File: src/verilog/rps_params.svh
`ifndef RPS_PARAMS_SVH
`define RPS_PARAMS_SVH
`define RPS_AW              16
`define RPS_DW              16
`define RPS_SP_RESET        16'h0000
`define RPS_PC_RESET        16'h0000
`define RPS_GLOBAL_INTERRUPT_MASK_RESET      1'b1
`define RPS_OP_STD          2'h0
`define RPS_OP_DLY          2'h1
`define RPS_OP_STD_UM       2'h2
`define RPS_OP_DLY_UM       2'h3
`define RPS_STD_CYCLES      5
`define RPS_DLY_CYCLES      3
`define RPS_FLUSH_SLOTS     2
`define RPS_SLOT_CYC        4'h6
`define RPS_DONE_CYC        4'hB
`endif

File: src/verilog/rps_pkg.sv
package rps_pkg;
   typedef enum logic [2:0] {
      RPS_IDLE   = 3'b000,
      RPS_FETCH  = 3'b001,
      RPS_DECODE = 3'b011,
      RPS_ACCESS = 3'b010,
      RPS_READ   = 3'b110,
      RPS_EXEC   = 3'b111,
      RPS_TAIL   = 3'b101
   } rps_state_t;

   typedef struct packed {
      logic [15:0] addr;
      logic        valid;
   } rps_bus_req_t;

   typedef struct packed {
      logic [1:0] kind;
      logic       delayed;
      logic       unmask;
   } rps_op_t;
endpackage

File: src/verilog/rps_slot_tracker.sv
`timescale 1ns/100ps
`include "rps_params.svh"
module rps_slot_tracker
   import rps_pkg::*;
(
   input  wire logic i_clk,
   input  wire logic i_resetn,
   input  wire logic i_start,
   input  wire logic i_delayed,
   output logic      o_charge,
   output logic      o_dummy,
   output logic      o_follower_ok
);
   // ****************************************
   // execute-slot accounting after execute stage
   // ****************************************
   logic [2:0] cnt_r;
   logic       dly_r;
   logic [2:0] cnt_nxt;
   wire        running = (cnt_r != 3'h0);

   assign cnt_nxt = i_start ? 3'h1 :
                    (running && cnt_r != 3'h5) ? cnt_r + 3'h1 : 3'h0;

   always_ff @(posedge i_clk) begin
      if (!i_resetn) begin
         cnt_r <= 3'h0;
         dly_r <= 1'b0;
      end else begin
         cnt_r <= cnt_nxt;
         if (i_start) begin
            dly_r <= i_delayed;
         end
      end
   end

   // slots 1,2 after execute belong to followers; 3,4 are dummies
   assign o_charge      = (cnt_r == 3'h1 || cnt_r == 3'h2) && !dly_r;
   assign o_follower_ok = (cnt_r == 3'h1 || cnt_r == 3'h2) && dly_r;
   assign o_dummy       = (cnt_r == 3'h3 || cnt_r == 3'h4);
endmodule

File: src/verilog/rps_return_seq.sv
// Operation
// - standard exit costs five execute cycles though one word long
// - cycle 1 program address bus holds the exit instruction address
// - cycle 2 exit opcode arrives on program read bus
// - cycles 3,4 fetch two followers; standard exit flushes them
// - cycle 4 stack pointer increments and drives data read address
// - cycle 5 return address captured from data read bus
// - cycle 6 return address placed on program address bus
// - standard exit charged cycles 7 and 8 for flushed followers
// - no prefetch in cycles 4,5 and no fetch in 5,6; dummies in 9,10
// - target instruction completes execution in cycle 11
// - delayed exit same timing; followers execute; costs three cycles
// - unmasking variants time like standard and delayed exits
// - unmasking variants clear global interrupt mask in execute
`timescale 1ns/100ps
`include "rps_params.svh"
module rps_return_seq
   import rps_pkg::*;
(
   input  wire logic        i_clk,
   input  wire logic        i_resetn,
   input  wire logic        i_start,
   input  wire logic [1:0]  i_op_kind,
   input  wire logic [15:0] i_exit_addr,
   input  wire logic [15:0] i_fall_addr,
   input  wire logic [15:0] i_program_read_bus,
   input  wire logic [15:0] i_data_read_bus,
   output logic             o_busy,
   output logic [15:0]      o_program_address_bus,
   output logic             o_prefetch_en,
   output logic             o_fetch_en,
   output logic [15:0]      o_data_read_address_bus,
   output logic             o_data_read_en,
   output logic [15:0]      o_stack_pointer,
   output logic [15:0]      o_instruction_register,
   output logic             o_flush,
   output logic             o_follower_exec,
   output logic             o_exec_charge,
   output logic             o_dummy_cycle,
   output logic             o_target_done,
   output logic             o_global_interrupt_mask
);
   // ****************************************
   // decode helpers
   // ****************************************
   function automatic rps_op_t rps_decode(input logic [1:0] k);
      rps_op_t d;
      d.kind    = k;
      d.delayed = (k == `RPS_OP_DLY) || (k == `RPS_OP_DLY_UM);
      d.unmask  = (k == `RPS_OP_STD_UM) || (k == `RPS_OP_DLY_UM);
      return d;
   endfunction

   // ****************************************
   // state
   // ****************************************
   rps_state_t   state_r;
   rps_state_t   state_nxt;
   rps_op_t      op_r;
   logic [15:0]  sp_r;
   logic [15:0]  ret_r;
   logic [15:0]  pab_r;
   logic [15:0]  pc_r;
   logic [15:0]  ir_r;
   logic [15:0]  dab_r;
   logic         global_interrupt_mask_r;
   logic         pf_r;
   logic         f_r;
   logic         dre_r;
   logic         flush_r;
   logic [3:0]   cyc_r;
   logic         charge_w;
   logic         dummy_w;
   logic         fok_w;
   wire rps_op_t op_in = rps_decode(i_op_kind);
   wire          take     = i_start && (state_r == RPS_IDLE);
   wire          go_ex    = (state_r == RPS_READ);
   // slot accounting starts as the target is fetched, so the charge
   // lands on the two slots right after the exit's own execute slot
   wire          slot_go  = (state_r == RPS_TAIL) &&
                            (cyc_r == `RPS_SLOT_CYC);
   wire          last_cyc = (state_r == RPS_TAIL) &&
                            (cyc_r == `RPS_DONE_CYC);

   // every stage takes one cycle but RPS_TAIL, which takes six; the walk is fixed, so the sequence
   // cannot be stalled and callers must hold off during o_busy
   always_comb begin
      case (state_r)
         RPS_IDLE:   state_nxt = take ? RPS_FETCH : RPS_IDLE;
         RPS_FETCH:  state_nxt = RPS_DECODE;
         RPS_DECODE: state_nxt = RPS_ACCESS;
         RPS_ACCESS: state_nxt = RPS_READ;
         RPS_READ:   state_nxt = RPS_EXEC;
         RPS_EXEC:   state_nxt = RPS_TAIL;
         RPS_TAIL:   state_nxt = last_cyc ? RPS_IDLE : RPS_TAIL;
         default:    state_nxt = RPS_IDLE;
      endcase
   end

   always_ff @(posedge i_clk) begin
      if (!i_resetn) begin
         state_r <= RPS_IDLE;
         cyc_r   <= 4'h0;
      end else begin
         state_r <= state_nxt;
         cyc_r   <= take ? 4'h1 :
                    (state_nxt == RPS_IDLE) ? 4'h0 : cyc_r + 4'h1;
      end
   end

   // ****************************************
   // bus and stack datapath
   // ****************************************
   always_ff @(posedge i_clk) begin
      if (!i_resetn) begin
         op_r    <= '0;
         sp_r    <= `RPS_SP_RESET;
         ret_r   <= 16'h0000;
         pab_r   <= `RPS_PC_RESET;
         pc_r    <= `RPS_PC_RESET;
         ir_r    <= 16'h0000;
         dab_r   <= 16'h0000;
         global_interrupt_mask_r  <= `RPS_GLOBAL_INTERRUPT_MASK_RESET;
         pf_r    <= 1'b0;
         f_r     <= 1'b0;
         dre_r   <= 1'b0;
         flush_r <= 1'b0;
      end else begin
         pf_r    <= 1'b0;
         f_r     <= 1'b0;
         dre_r   <= 1'b0;
         flush_r <= 1'b0;
         if (take) begin
            op_r  <= op_in;
            pab_r <= i_exit_addr;
            pc_r  <= i_fall_addr;
            pf_r  <= 1'b1;
         end
         case (state_r)
            RPS_FETCH: begin
               f_r   <= 1'b1;
               pab_r <= pc_r;
               pf_r  <= 1'b1;
            end
            RPS_DECODE: begin
               // opcode stands on the read bus one cycle after its prefetch
               ir_r    <= i_program_read_bus;
               f_r     <= 1'b1;
               pab_r   <= pc_r + 16'h0001;
               pf_r    <= 1'b1;
            end
            RPS_ACCESS: begin
               f_r     <= 1'b1;
               flush_r <= !op_r.delayed;
               sp_r    <= sp_r + 16'h0001;
               dab_r   <= sp_r + 16'h0001;
               dre_r   <= 1'b1;
            end
            RPS_READ: begin
               flush_r <= !op_r.delayed;
            end
            RPS_EXEC: begin
               // the stack word goes straight to the bus; waiting for a
               // register copy would cost one more empty slot
               ret_r <= i_data_read_bus;
               pab_r <= i_data_read_bus;
               pf_r  <= 1'b1;
               if (op_r.unmask) begin
                  global_interrupt_mask_r <= 1'b0;
               end
            end
            RPS_TAIL: begin
               if (slot_go) begin
                  f_r <= 1'b1;
               end
            end
            default: begin
            end
         endcase
      end
   end

   // ****************************************
   // slot accounting
   // ****************************************
   rps_slot_tracker u_slots (
      .i_clk         (i_clk),
      .i_resetn      (i_resetn),
      .i_start       (slot_go),
      .i_delayed     (op_r.delayed),
      .o_charge      (charge_w),
      .o_dummy       (dummy_w),
      .o_follower_ok (fok_w)
   );

   // prefetch pulses fall at cycles 1..3 and 6; cycles 4,5 stay empty
   assign o_busy                  = (state_r != RPS_IDLE);
   assign o_program_address_bus   = pab_r;
   assign o_prefetch_en           = pf_r;
   assign o_fetch_en              = f_r;
   assign o_data_read_address_bus = dab_r;
   assign o_data_read_en          = dre_r;
   assign o_stack_pointer         = sp_r;
   assign o_instruction_register  = ir_r;
   assign o_flush                 = flush_r;
   assign o_follower_exec         = fok_w;
   assign o_exec_charge           = charge_w;
   assign o_dummy_cycle           = dummy_w;
   assign o_target_done           = last_cyc;

   assign o_global_interrupt_mask = global_interrupt_mask_r;
endmodule

File: config.mk
export PLATFORM = sky130hd
export DESIGN_NAME = rps_return_seq
export DESIGN_NICKNAME = d
export VERILOG_FILES = /design/src/verilog/rps_pkg.sv /design/src/verilog/rps_slot_tracker.sv /design/src/verilog/rps_return_seq.sv
export VERILOG_INCLUDE_DIRS = /design/src /design/src/verilog
export SDC_FILE = /design/constraint.sdc
export NUM_CORES = 1
export LEC_CHECK = 0
export ABC_AREA = 1
export BUFFER_PORTS_ARGS = -buffer_cell sky130_fd_sc_hd__buf_4
export CAP_MARGIN = 30
export CORE_ASPECT_RATIO = 2
export CORE_MARGIN = 5
export CORE_UTILIZATION = 54
export DETAILED_ROUTE_END_ITERATION = 7
export PLACE_DENSITY_LB_ADDON = 0.05
export SYNTH_ARGS = -nofsm -noshare
export SYNTH_HDL_FRONTEND = slang
export SYNTH_SLANG_ARGS = --single-unit
File: constraint.sdc
create_clock -name i_clk -period 2.3 [get_ports i_clk]
set_input_delay 0.23 -clock i_clk [delete_from_list [all_inputs] [get_ports i_clk]]
set_output_delay 0.23 -clock i_clk [all_outputs]
set_load 0.005 [all_outputs]
# Word-level counts from Yosys, hierarchy flattened
# Index checks and enable logic that the tools add are counted.
# totals
regBits	82
latchBits	0
mem_bits_rw	0
mem_bits_ro	0
input_bits	69
output_inout_bits	74
word_cells	77
n_memories	0
# op_classes
addsub	4
multipliers	0
n_div	0
order_cmp	0
n_eq_ne	16
shifts	0
n_mux	14
bitwise_logic	2
n_reduce_logical	24
# op_table
op	count
one-hot mux 16 bit (3 select lines)	1
adder 16 x 1 -> 16 bit, second input constant	2
one-hot mux 3 bit (7 select lines)	1
2-to-1 mux 16 bit	1
== test 3 x 2 -> 1 bit, second input constant	4
== test 3 bit, second input constant	4
OR reduction 3 bit	4
2-to-1 mux 1 bit	9
== test 3 x 1 -> 1 bit, second input constant	2
logical AND 1 bit	6
zero test 3 bit	2
nonzero test 3 bit	2
adder 4 x 1 -> 4 bit, second input constant	1
== test 2 bit, second input constant	2
== test 4 x 3 -> 1 bit, second input constant	1
== test 4 bit, second input constant	1
logical OR 1 bit	4
AND reduction 2 bit	2
nonzero test 4 bit	1
adder 3 x 1 -> 3 bit, second input constant	1
2-to-1 mux 3 bit	1
!= test 3 bit, second input constant	1
== test 2 x 1 -> 1 bit, second input constant	1
zero test 1 bit	2
other kinds (3)	4

# Depth between registers and ports, before layout
# Gate-level depths: netlist of the first run.
# depth
word_depth	7
depth_mapped	12
mapped_depth_nobuf	11

# Cells and area by module
# From an unflattened synthesis of the first run, not the netlist that was laid out.
# hier_totals
hier_cells	607
hier_area_um2	4184.0
# by_module_without_submodules
module	n_inst	cells_each	area_each_um2	seq_area_each_um2
rps_return_seq	1	576	3945.0	1561.5
rps_slot_tracker	1	31	239.0	80.1

# Least setup slack after synthesis of the first run
# OpenSTA, ideal clock, no wires.
# synth_path
path_type	register to register
from	reg state_r[1]
to	reg pab_r[12], in the netlist o_program_address_bus[12]
setup_time_ns	0.058
arrival_ns	1.378
required_time_ns	2.242
slack_ns	0.864
stages_incl_launch_ff	12
path_buffers	2
period_less_slack_ns	1.436
cell_sequence	dfxtp_1 > buf_2 > nor2_1 > nand3_2 > nand2_2 > inv_2 > nor2_8 > inv_2 > buf_6 > nor2_1 > nand2_1 > nand2_1
# synth_via
elab_chain_len	3
elab_cells_between_ends	7
cone_classes	eq/ne: 3; mux: 1; reduce/logical: 3
# synth_lines
item	line	text
start, declared	rps_return_seq.sv:57	rps_state_t state_r;
start signal, assigned	rps_return_seq.sv:105	state_r <= state_nxt;
zero test 3 bit	rps_return_seq.sv:76	wire take = i_start && (state_r == RPS_IDLE);
logical AND 1 bit	rps_return_seq.sv:76	
nonzero test 4 bit (no source line)	n/a	
end signal, assigned	rps_return_seq.sv:119	pab_r <= `RPS_PC_RESET;
end signal, assigned	rps_return_seq.sv:135	pab_r <= i_exit_addr;
end signal, assigned	rps_return_seq.sv:142	pab_r <= pc_r;
end, declared	rps_return_seq.sv:62	logic [15:0] pab_r;
# Parallel ways exist; a longest one is shown, timed or not.
# A chain may end at the register's enable or synchronous reset.

# Worst setup path in the final report of the first run
# layout_path
from	reg state_r[2]
to	reg pab_r[14], in the netlist o_program_address_bus[14]
# The elaborated chain is that of the path after synthesis.

==> results of run 1 <==
[layout make-up]
type                    count  area (µm²)  share of cell area [%]
clock buffers              11       252.7                   4.599
clock inverters             5       85.08                   1.548
inverters                  66       247.7                   4.508
multi-input cells         438        2032                   36.98
flip-flops and latches     82        1642                   29.87
well taps                  94       117.6                   2.140
repair buffers            149        1119                   20.36
[power breakdown]
part,total (µW),switching (µW),internal (µW)
combinational,856,475,380
sequential,1690,115,1580
clock,1610,590,1020
[worst max-delay path, delay by kind of cell (launching register included)]
family,cells,cell delay (ps)
buffers and inverters,4,590
DFF,1,440
and+or+nand+nor,7,750
[state kept, by name (all words and copies together), names as in the netlist]
register	cells
o_program_address_bus	16
o_data_read_en	1
op_r	2
u_slots.cnt_r	3
state_r	3
o_global_interrupt_mask	1
pc_r	16
o_instruction_register	16
o_flush	1
u_slots.dly_r	1
o_data_read_address_bus	16
o_prefetch_en	1
o_fetch_en	1
cyc_r	4
[stage by stage]
step | instances | setup WS [ps] | hold WS [ps]
6_report | 845 | 414.5 | 142.2
4_1_cts | 845 | 427.8 | 134.1
5_1_grt | 845 | 235.0 | 146.8
3_5_place_dp | 829 | 439.9 | 440.6
2_1_floorplan | 621 | 863.9 | 374.4
3_3_place_gp | 829 | 544.3 | 433.8
[layer usage]
metal	routed length [µm]	vias up	part of all wire (%)
li1	-	2222	-
met3	777	32	6.4
met2	6654	161	55
met5	0	-	0
met1	4369	2009	36
met4	353	0	2.9
[path summary, 6_finish.rpt]
kind	to	slack, ps
worst max-delay path	o_program_address_bus[14]$_SDFFE_PN0P_	410
worst min-delay path	o_instruction_register[5]$_SDFFE_PN0P_	140
worst max register to register	o_program_address_bus[14]$_SDFFE_PN0P_	410
worst min register to register	op_r[0]$_SDFFE_PN0P_	450
[cell usage in the layout, fill, tap and decap left out, types with 2 or more instances in the layout]
master | synthesis | layout
buf_4 | 17 | 149
nand2_1 | 147 | 147
nor2_1 | 108 | 108
dfxtp_1 | 82 | 82
o21ai_0 | 60 | 60
inv_1 | 58 | 58
a21oi_1 | 36 | 36
nand3_1 | 30 | 30
o211ai_1 | 9 | 9
clkbuf_16 | 0 | 9
nor3_1 | 8 | 8
ha_1 | 8 | 8
inv_2 | 7 | 7
nand4_1 | 6 | 6
nand2_2 | 4 | 4
o21ai_1 | 4 | 4
xor2_1 | 3 | 3
nor2_2 | 2 | 2
nand3_2 | 2 | 2
nor3b_1 | 2 | 2
bufinv_16 | 0 | 2
clkbuf_8 | 0 | 2
[logic make-up (layout without fill, tap and decap cells)]
| logic type | count (synthesis) | after routing | synth area share (%) |
|---|---|---|---|
| flip-flops | 82 | 82 | 39.75 |
| AO/OA/AOI/OAI | 114 | 114 | 14.69 |
| buffers and inverters | 101 | 231 | 11.06 |
| adder cells (fa/ha/maj) | 8 | 8 | 2.424 |
| XOR/XNOR | 4 | 4 | 0.8484 |
| AND/OR/NAND/NOR | 312 | 312 | 31.23 |
==> summary.md, run 1 <==
| Metric | Value |
|---|---|
| Clock Tree Root | clkbuf_16 |
| Initial antenna violation count | 0 |
| Outcome | completed |
| Crit path launch type | flop |
| Crit path kind | reg -> reg |
| Crit end category | flop |
| Dpl hpwl | 9415 µm |
| Initial Util | 54.74% |
| Max incr delay on CP | 440 ps |
| IO Port Bufs | 142 |
| Cell row count | 45 |
| Final Util | 72.84% |
| Peak VDD IR | 0.5545 mV |
| Worst-path clk slew | 60 ps |
| RePlAce Congestion | 0.9451 |
| Hold path depth | 3 |
| Max Cap Viol | 0 |
| Antenna Nets Post-Route | 0 |
| Register bit total from synthesis | 82 |
| Hold_sp | i_program_read_bus[5] |
| Die height | 133.7 µm |
| Top-count cell post-synth | nand2_1 |
| Worst setup path startpoint | state_r[2]$_SDFF_PN0_ |
| Worst Hold Class | in -> reg |
| Met3 GRT Util | 5.136% |
| Mapped cell area | 4130 µm² |
| Setup bufs post-CTS | 0 |
| Die W | 71.84 µm |
| RR Startpoint | state_r[2]$_SDFF_PN0_ |
| Cells after Synth | 621 |
| First-pass GRT wire length | 19310 µm |
| Worst-Skew Late Latency | 340 ps |
| DR iter-0 viols | 226 |
| Fillers | 672 |
| Max FO, Critical Path | 24 |
| Minimum clock period after layout | 1886 ps |
| CORE AREA | 7545 µm² |
| Top FF cell, synth | dfxtp_1 |
| Unique cell type count in the Yosys netlist | 32 |
| CP arrival | 2120 ps |
| Most used cell, CP | inv_2 |
| Post-synth EDFFs | 0 |
| Syn avg cell area | 6.651 µm² |
| Synth top area cells | dfxtp_1 40%, nand2_1 13%, nor2_1 9.8% |
| GR Overflow Total | 0 |
| Leakage power | 0.002527 µW |
| IO Pins | 143 |
| DRC viols | 0 |
| Post-CTS Hold Buffers | 0 |
| Met2 Use GR | 47.18% |
| Final Skew | 6.620 ps |
| Warnings, synthesis | 0 |
| Die Area | 9604 µm² |
| Synth-to-layout area growth | 33.05% |
| Post-synth top cells | 147 x nand2_1, 108 x nor2_1, 82 x dfxtp_1 |
| Worst path slowest cell | dfxtp_1 |
| CTS sink cnt | 82 |
| Crit-path cells | inv_2, nand2_2, nand2_2, inv_2, nand2_2, inv_2, nor2_8, inv_2, nor2_1, nand2_1, nand2_1 |
| Worst-margin pin slew | 458.7 ps |
| CTS H-tree depth | 3 |
| Ant. Diodes | 0 |
| Gr busiest metal | met2 |
| RSZ-0062 raised after global routing | no |
| Total power | 4153 µW |
| FFs w/ async S/R, synth | 0% |
| Reg2reg path depth | 11 |
| Vias in the first global route | 4097 |
| Wire per inst | 14.38 µm |
| Final Cycle Share | 81.98% |
| Vias | 4424 |
| Fin area | 5495 µm² |
| Setup TNS | 0 ps |
| Fmax | 530.4 MHz |
| Post-CTS sizing | 0 |
| Clock Path Buffers | 2 |
| CP Data Required Time | 2530 ps |
| Finish-stage setup viols | 0 |
| TritonCTS Buffers | 9 |
| Share of layout cells above drive strength 1 | 24.23% |
| Slew HR | 69.23% |
| PD cells | 755.7 nW/µm² |
| Final wirelength | 12160 µm |
| Hold Fails Final Rpt | 0 |
| Register area share after synthesis | 39.75% |
| Pin count of the biggest net entering global routing | 48 |
| Final net count | 823 |
| Initial DRT Pass Iterations | 4 |
| GRT Util Overall | 25.19% |
| GR Util met1 | 26.59% |
| Leading area contributor after synthesis | dfxtp_1 |
| Pins over their slew limit | 0 |
| CTS tree | built |
| Post-DP Area | 5157 µm² |
| Via density | 5.236 |
| Syn Nets | 698 |
| Post-synth top area share | 39.75% |
(Power assumes the default switching activity.)
==> run 2, diff against run 1 <==
--- a/config.mk
+++ b/config.mk
@@ -11,7 +11,7 @@
 export CAP_MARGIN = 30
 export CORE_ASPECT_RATIO = 2
 export CORE_MARGIN = 5
-export CORE_UTILIZATION = 54
+export CORE_UTILIZATION = 50
 export DETAILED_ROUTE_END_ITERATION = 7
 export PLACE_DENSITY_LB_ADDON = 0.05
 export SYNTH_ARGS = -nofsm -noshare
==> constraint.sdc (replaced) <==
create_clock -name i_clk -period 1.8 [get_ports i_clk]
set_input_delay 0.18 -clock i_clk [delete_from_list [all_inputs] [get_ports i_clk]]
set_output_delay 0.18 -clock i_clk [all_outputs]
set_load 0.005 [all_outputs]
==> summary.md, run 2 (synthesis results as in run 1) <==
| Metric | Value |
|---|---|
| Outcome | completed |
| Initial antenna violation count | 0 |
| CP Data Required Time | 1620 ps |
| Leakage power | 0.002542 µW |
| Inst Count DP | 838 |
| Worst-Skew Late Latency | 340 ps |
| Crit-path cells | inv_1, ha_1, o21ai_0, nor2_1, buf_4 |
| Vias in the first global route | 4386 |
| Die W | 74.27 µm |
| CTS H-tree depth | 3 |
| IO Port Bufs | 142 |
| Synth-to-layout area growth | 33.84% |
| Reg-to-reg slack, setup | 190 ps |
| CP arrival | 1460 ps |
| CORE AREA | 8174 µm² |
| Critical path buffer and inverter count | 2 |
| Wire per inst | 14.27 µm |
| TritonCTS Buffers | 9 |
| Final wirelength | 12180 µm |
| Commonest non-fill, non-tap cell in the layout | buf_4 |
| Share of layout cells above drive strength 1 | 25.00% |
| CTS tree | built |
| Setup TNS | 0 ps |
| Finish-stage setup viols | 0 |
| Final Cycle Share | 91.00% |
| Peak VDD IR | 0.7668 mV |
| Final net count | 828 |
| Die Area | 10290 µm² |
| Max Cap Viol | 0 |
| First-pass GRT wire length | 19720 µm |
| GR Overflow Total | 0 |
| Clock Tree Root | clkbuf_16 |
| Max FO, Critical Path | 3 |
| Post-route insts no fill | 854 |
| Pin count of the biggest net entering global routing | 48 |
| DRC viols | 0 |
| CTS sink cnt | 82 |
| Die height | 138.5 µm |
| Max incr delay on CP | 370 ps |
| Initial DRT Pass Iterations | 4 |
| Vias | 4377 |
| Initial Util | 50.53% |
| Ant. Diodes | 0 |
| Hold Fails Final Rpt | 0 |
| Pins over their slew limit | 0 |
| Post-CTS Hold Buffers | 0 |
| RePlAce Congestion | 0.9242 |
| Cell row count | 47 |
| Worst path slowest cell | dfxtp_1 |
| GRT Util Overall | 24.15% |
| Total power | 5204 µW |
| RSZ-0062 raised after global routing | no |
| Crit end category | output port |
| Crit path kind | reg -> out |
| Worst-path clk slew | 60 ps |
| Commonest non-fill, non-tap cells in the layout | 154 x buf_4, 147 x nand2_1, 106 x nor2_1 |
| Via density | 5.125 |
| Worst-margin pin slew | 416.7 ps |
| PD cells | 941.4 nW/µm² |
| Slew HR | 72.05% |
| Crit path launch type | flop |
| IO Pins | 143 |
| DR iter-0 viols | 261 |
| Dpl hpwl | 9550 µm |
| Final Skew | 5.294 ps |
| Clock Path Buffers | 2 |
| Worst Hold Class | in -> reg |
| Antenna Nets Post-Route | 0 |
| Minimum clock period after layout | 1638 ps |
| Fmax | 610.5 MHz |
| CP delay by family, top | flip-flops |
==> run 2: cell count changes in the layout (fill, tap and decap cells not counted), sizes merged <==
cell	change
inv	-1
clkbuf	+2
buf	+5
bufinv	-1
==> run 2: timing repair <==
action                                  4_1_cts  5_1_grt
setup buffers                                 0        0
hold endpoints to repair                      0        0
endpoints found under the setup margin        0       13
resized for setup                             0        4
==> run 2: per-stage QoR <==
stage / utilization [%] / instance area, µm² / worst slack [ps] / hold slack [ps]
finish: 67.63 / 5528 / 162.0 / 90.14
global placement: 63.62 / 5200 / 210.9 / 425.9
floorplan: - / 4130 / 363.9 / 324.4
detailed placement: 63.62 / 5200 / 141.6 / 432.1
CTS: 67.49 / 5517 / 123.3 / 87.84
global route: 67.63 / 5528 / 14.23 / 98.96
==> run 2: area by class of cell <==
type                            count  area [µm²]
Timing Repair Buffer              154        1156
Tap cell                           98       122.6
Multi-Input combinational cell    438        2042
Inverter                           66       247.7
Sequential cell                    82        1643
Clock buffer                       13       270.3
Clock inverter                      3       46.29
Fill cell                         778        2646
==> run 2: per-layer routing <==
layer  vias to the layer above  track usage (%)  routed length, µm
li1                       2234                -                  -
met1                      1986            26.12               4443
met2                       135            44.48               6830
met3                        22            4.572                675
met4                         0            8.912                233
met5                         -                0                  0
==> run 2: worst paths after layout <==
check,from,to,depth (start not counted)
hold / removal,i_exit_addr[0],o_program_address_bus[0]$_SDFFE_PN0P_,3
setup / recovery,u_slots.cnt_r[0]$_SDFF_PN0_,o_follower_exec,5
setup reg to reg,state_r[0]$_SDFF_PN0_,o_instruction_register[3]$_SDFFE_PN0P_,7
hold reg to reg,o_program_address_bus[9]$_SDFFE_PN0P_,o_program_address_bus[9]$_SDFFE_PN0P_,2
==> run 2: power by group <==
part	leakage, µW	total [µW]	internal (µW)	switching [µW]
Sequential	0.000670	2160	2020	144
Combinational	0.00172	1130	508	620
Clock	0.000152	1920	1190	725
Total	0.00254	5200	3710	1490
==> run 2: worst register-to-register path, delay by kind of cell (launching register included) <==
| kind | cells | cell delay [ps] |
|---|---|---|
| and+or+nand+nor | 4 | 500 |
| buffers and inverters | 3 | 600 |
| DFF | 1 | 440 |
==> run 3, diff against run 2 <==
--- a/config.mk
+++ b/config.mk
@@ -11,7 +11,7 @@
 export CAP_MARGIN = 30
 export CORE_ASPECT_RATIO = 2
 export CORE_MARGIN = 5
-export CORE_UTILIZATION = 50
+export CORE_UTILIZATION = 54
 export DETAILED_ROUTE_END_ITERATION = 7
 export PLACE_DENSITY_LB_ADDON = 0.05
 export SYNTH_ARGS = -nofsm -noshare
==> constraint.sdc (replaced) <==
create_clock -name i_clk -period 2.09 [get_ports i_clk]
set_input_delay 0.209 -clock i_clk [delete_from_list [all_inputs] [get_ports i_clk]]
set_output_delay 0.209 -clock i_clk [all_outputs]
set_load 0.005 [all_outputs]
==> summary.md, run 3 (synthesis results as in run 1) <==
| Metric | Value |
|---|---|
| RSZ-0062 raised after global routing | no |
| Initial Util | 54.74% |
| Vias | 4406 |
| Final Cycle Share | 81.74% |
| CTS tree | built |
| Crit path kind | reg -> out |
| Antenna Nets Post-Route | 0 |
| RePlAce Congestion | 0.9648 |
| IO Pins | 143 |
| Post-DP Area | 5165 µm² |
| CP Data Required Time | 1880 ps |
| Final Skew | 7.338 ps |
| GRT Util Overall | 25.96% |
| Worst-path clk slew | 60 ps |
| Setup TNS | 0 ps |
| Switching share of power | 28.87% |
| Post-CTS sizing | 0 |
| CTS H-tree depth | 3 |
| Via density | 5.208 |
| Crit path launch type | flop |
| PD cells | 822.4 nW/µm² |
| Worst setup margin | 381.6 ps |
| CORE AREA | 7545 µm² |
| Pin count of the biggest net entering global routing | 48 |
| Peak VDD IR | 0.5603 mV |
| Post-route insts no fill | 846 |
| Initial DRT Pass Iterations | 4 |
| Reg-to-reg slack, setup | 390 ps |
| Finish-stage setup viols | 0 |
| Outcome | completed |
| Combinational share of power | 21.0% |
| RR Startpoint | state_r[2]$_SDFF_PN0_ |
| Synth-to-layout area growth | 32.81% |
| Inst Count DP | 830 |
| Final net count | 824 |
| Die W | 71.84 µm |
| IO Port Bufs | 142 |
| Pins over their slew limit | 0 |
| Wire per inst | 14.35 µm |
| Minimum clock period after layout | 1708 ps |
| First-pass GRT wire length | 19910 µm |
| Post-CTS Hold Buffers | 0 |
| CTS sink cnt | 82 |
| Net switching power | 1302 µW |
| Vias in the first global route | 4239 |
| GR Overflow Total | 0 |
| Clock Path Buffers | 2 |
| Fmax | 585.3 MHz |
| Worst slack, placed | 415.9 ps |
| Worst Hold Class | in -> reg |
| Commonest non-fill, non-tap cell in the layout | buf_4 |
| Ant. Diodes | 0 |
| Cell Int Power | 3209 µW |
| Dpl hpwl | 9361 µm |
| TritonCTS Buffers | 9 |
| Slew HR | 70.57% |
| Commonest non-fill, non-tap cells in the layout | 150 x buf_4, 147 x nand2_1, 108 x nor2_1 |
| Hold Fails Final Rpt | 0 |
| Total power | 4511 µW |
| DRC viols | 0 |
| Cell row count | 45 |
| Hold path depth | 3 |
| Clock power share | 37.7% |
| Leakage power | 0.002526 µW |
| Setup bufs post-CTS | 0 |
| Initial antenna violation count | 0 |
| Crit end category | output port |
| Worst Setup EP | o_target_done |
| Sequential share of power | 41.2% |
| Share of layout cells above drive strength 1 | 24.20% |
| DR iter-0 viols | 203 |
| Reg2reg end | o_program_address_bus[12]$_SDFFE_PN0P_ |
| Fin area | 5485 µm² |
| Worst-Skew Late Latency | 350 ps |
| Clock Tree Root | clkbuf_16 |
| Die Area | 9604 µm² |
| CP arrival | 1500 ps |
| Worst-margin pin slew | 438.7 ps |
| Reg2reg path depth | 9 |
| Max Cap Viol | 0 |
| Final wirelength | 12140 µm |
| Die height | 133.7 µm |
| Max FO, Critical Path | 3 |
| Worst setup path startpoint | cyc_r[0]$_SDFF_PN0_ |
## run 3: power groups by stage
stage | registers (µW) | clock network, µW | logic, µW
2_1_floorplan | 1880 | 0 | 547
3_3_place_gp | 1880 | 0 | 928
3_5_place_dp | 1890 | 0 | 950
4_1_cts | 1860 | 1720 | 957
5_1_grt | 1890 | 1800 | 1060
6_report | 1860 | 1700 | 948
## run 3: area by class of cell
type                            count  area, µm²
Clock buffer                       10      229.0
Clock inverter                      6      91.34
Fill cell                         689       2059
Inverter                           66      247.7
Multi-Input combinational cell    438       2032
Sequential cell                    82       1642
Tap cell                           94      117.6
Timing Repair Buffer              150       1126
## run 3: critical path: stages, from the launching register on
cell and delay, ps:
dfxtp_1 370, ha_1 210, nand3_1 150, nor4_1 250, buf_4 170
## run 3: worst min-delay path by stage
stage	slack [ps]	from	end
after global routing	100	i_exit_addr[0]	o_program_address_bus[0]$_SDFFE_PN0P_
final	110	i_exit_addr[0]	o_program_address_bus[0]$_SDFFE_PN0P_
after detailed placement	440	op_r[0]$_SDFFE_PN0P_	op_r[0]$_SDFFE_PN0P_
after global placement	430	op_r[0]$_SDFFE_PN0P_	op_r[0]$_SDFFE_PN0P_
after CTS	100	i_exit_addr[0]	o_program_address_bus[0]$_SDFFE_PN0P_
after floorplan	350	i_op_kind[0]	op_r[1]$_SDFFE_PN0P_
## run 3: metal layers
metal	part of all wire [%]	routed length, µm	up-vias	global-route usage, %
li1	-	-	2221	-
met5	0	0	-	0
met4	2.6	316	0	11.72
met3	5.2	628	24	4.607
met1	36	4398	2025	27.87
met2	56	6799	136	47.75
## run 3: stage by stage
step                      hold slack [ps]  util (%)
after floorplan                     353.4         -
after global placement              433.7     68.46
after detailed placement            441.6     68.46
after CTS                           102.9     72.70
after global routing                101.4     72.70
final                               105.6     72.70
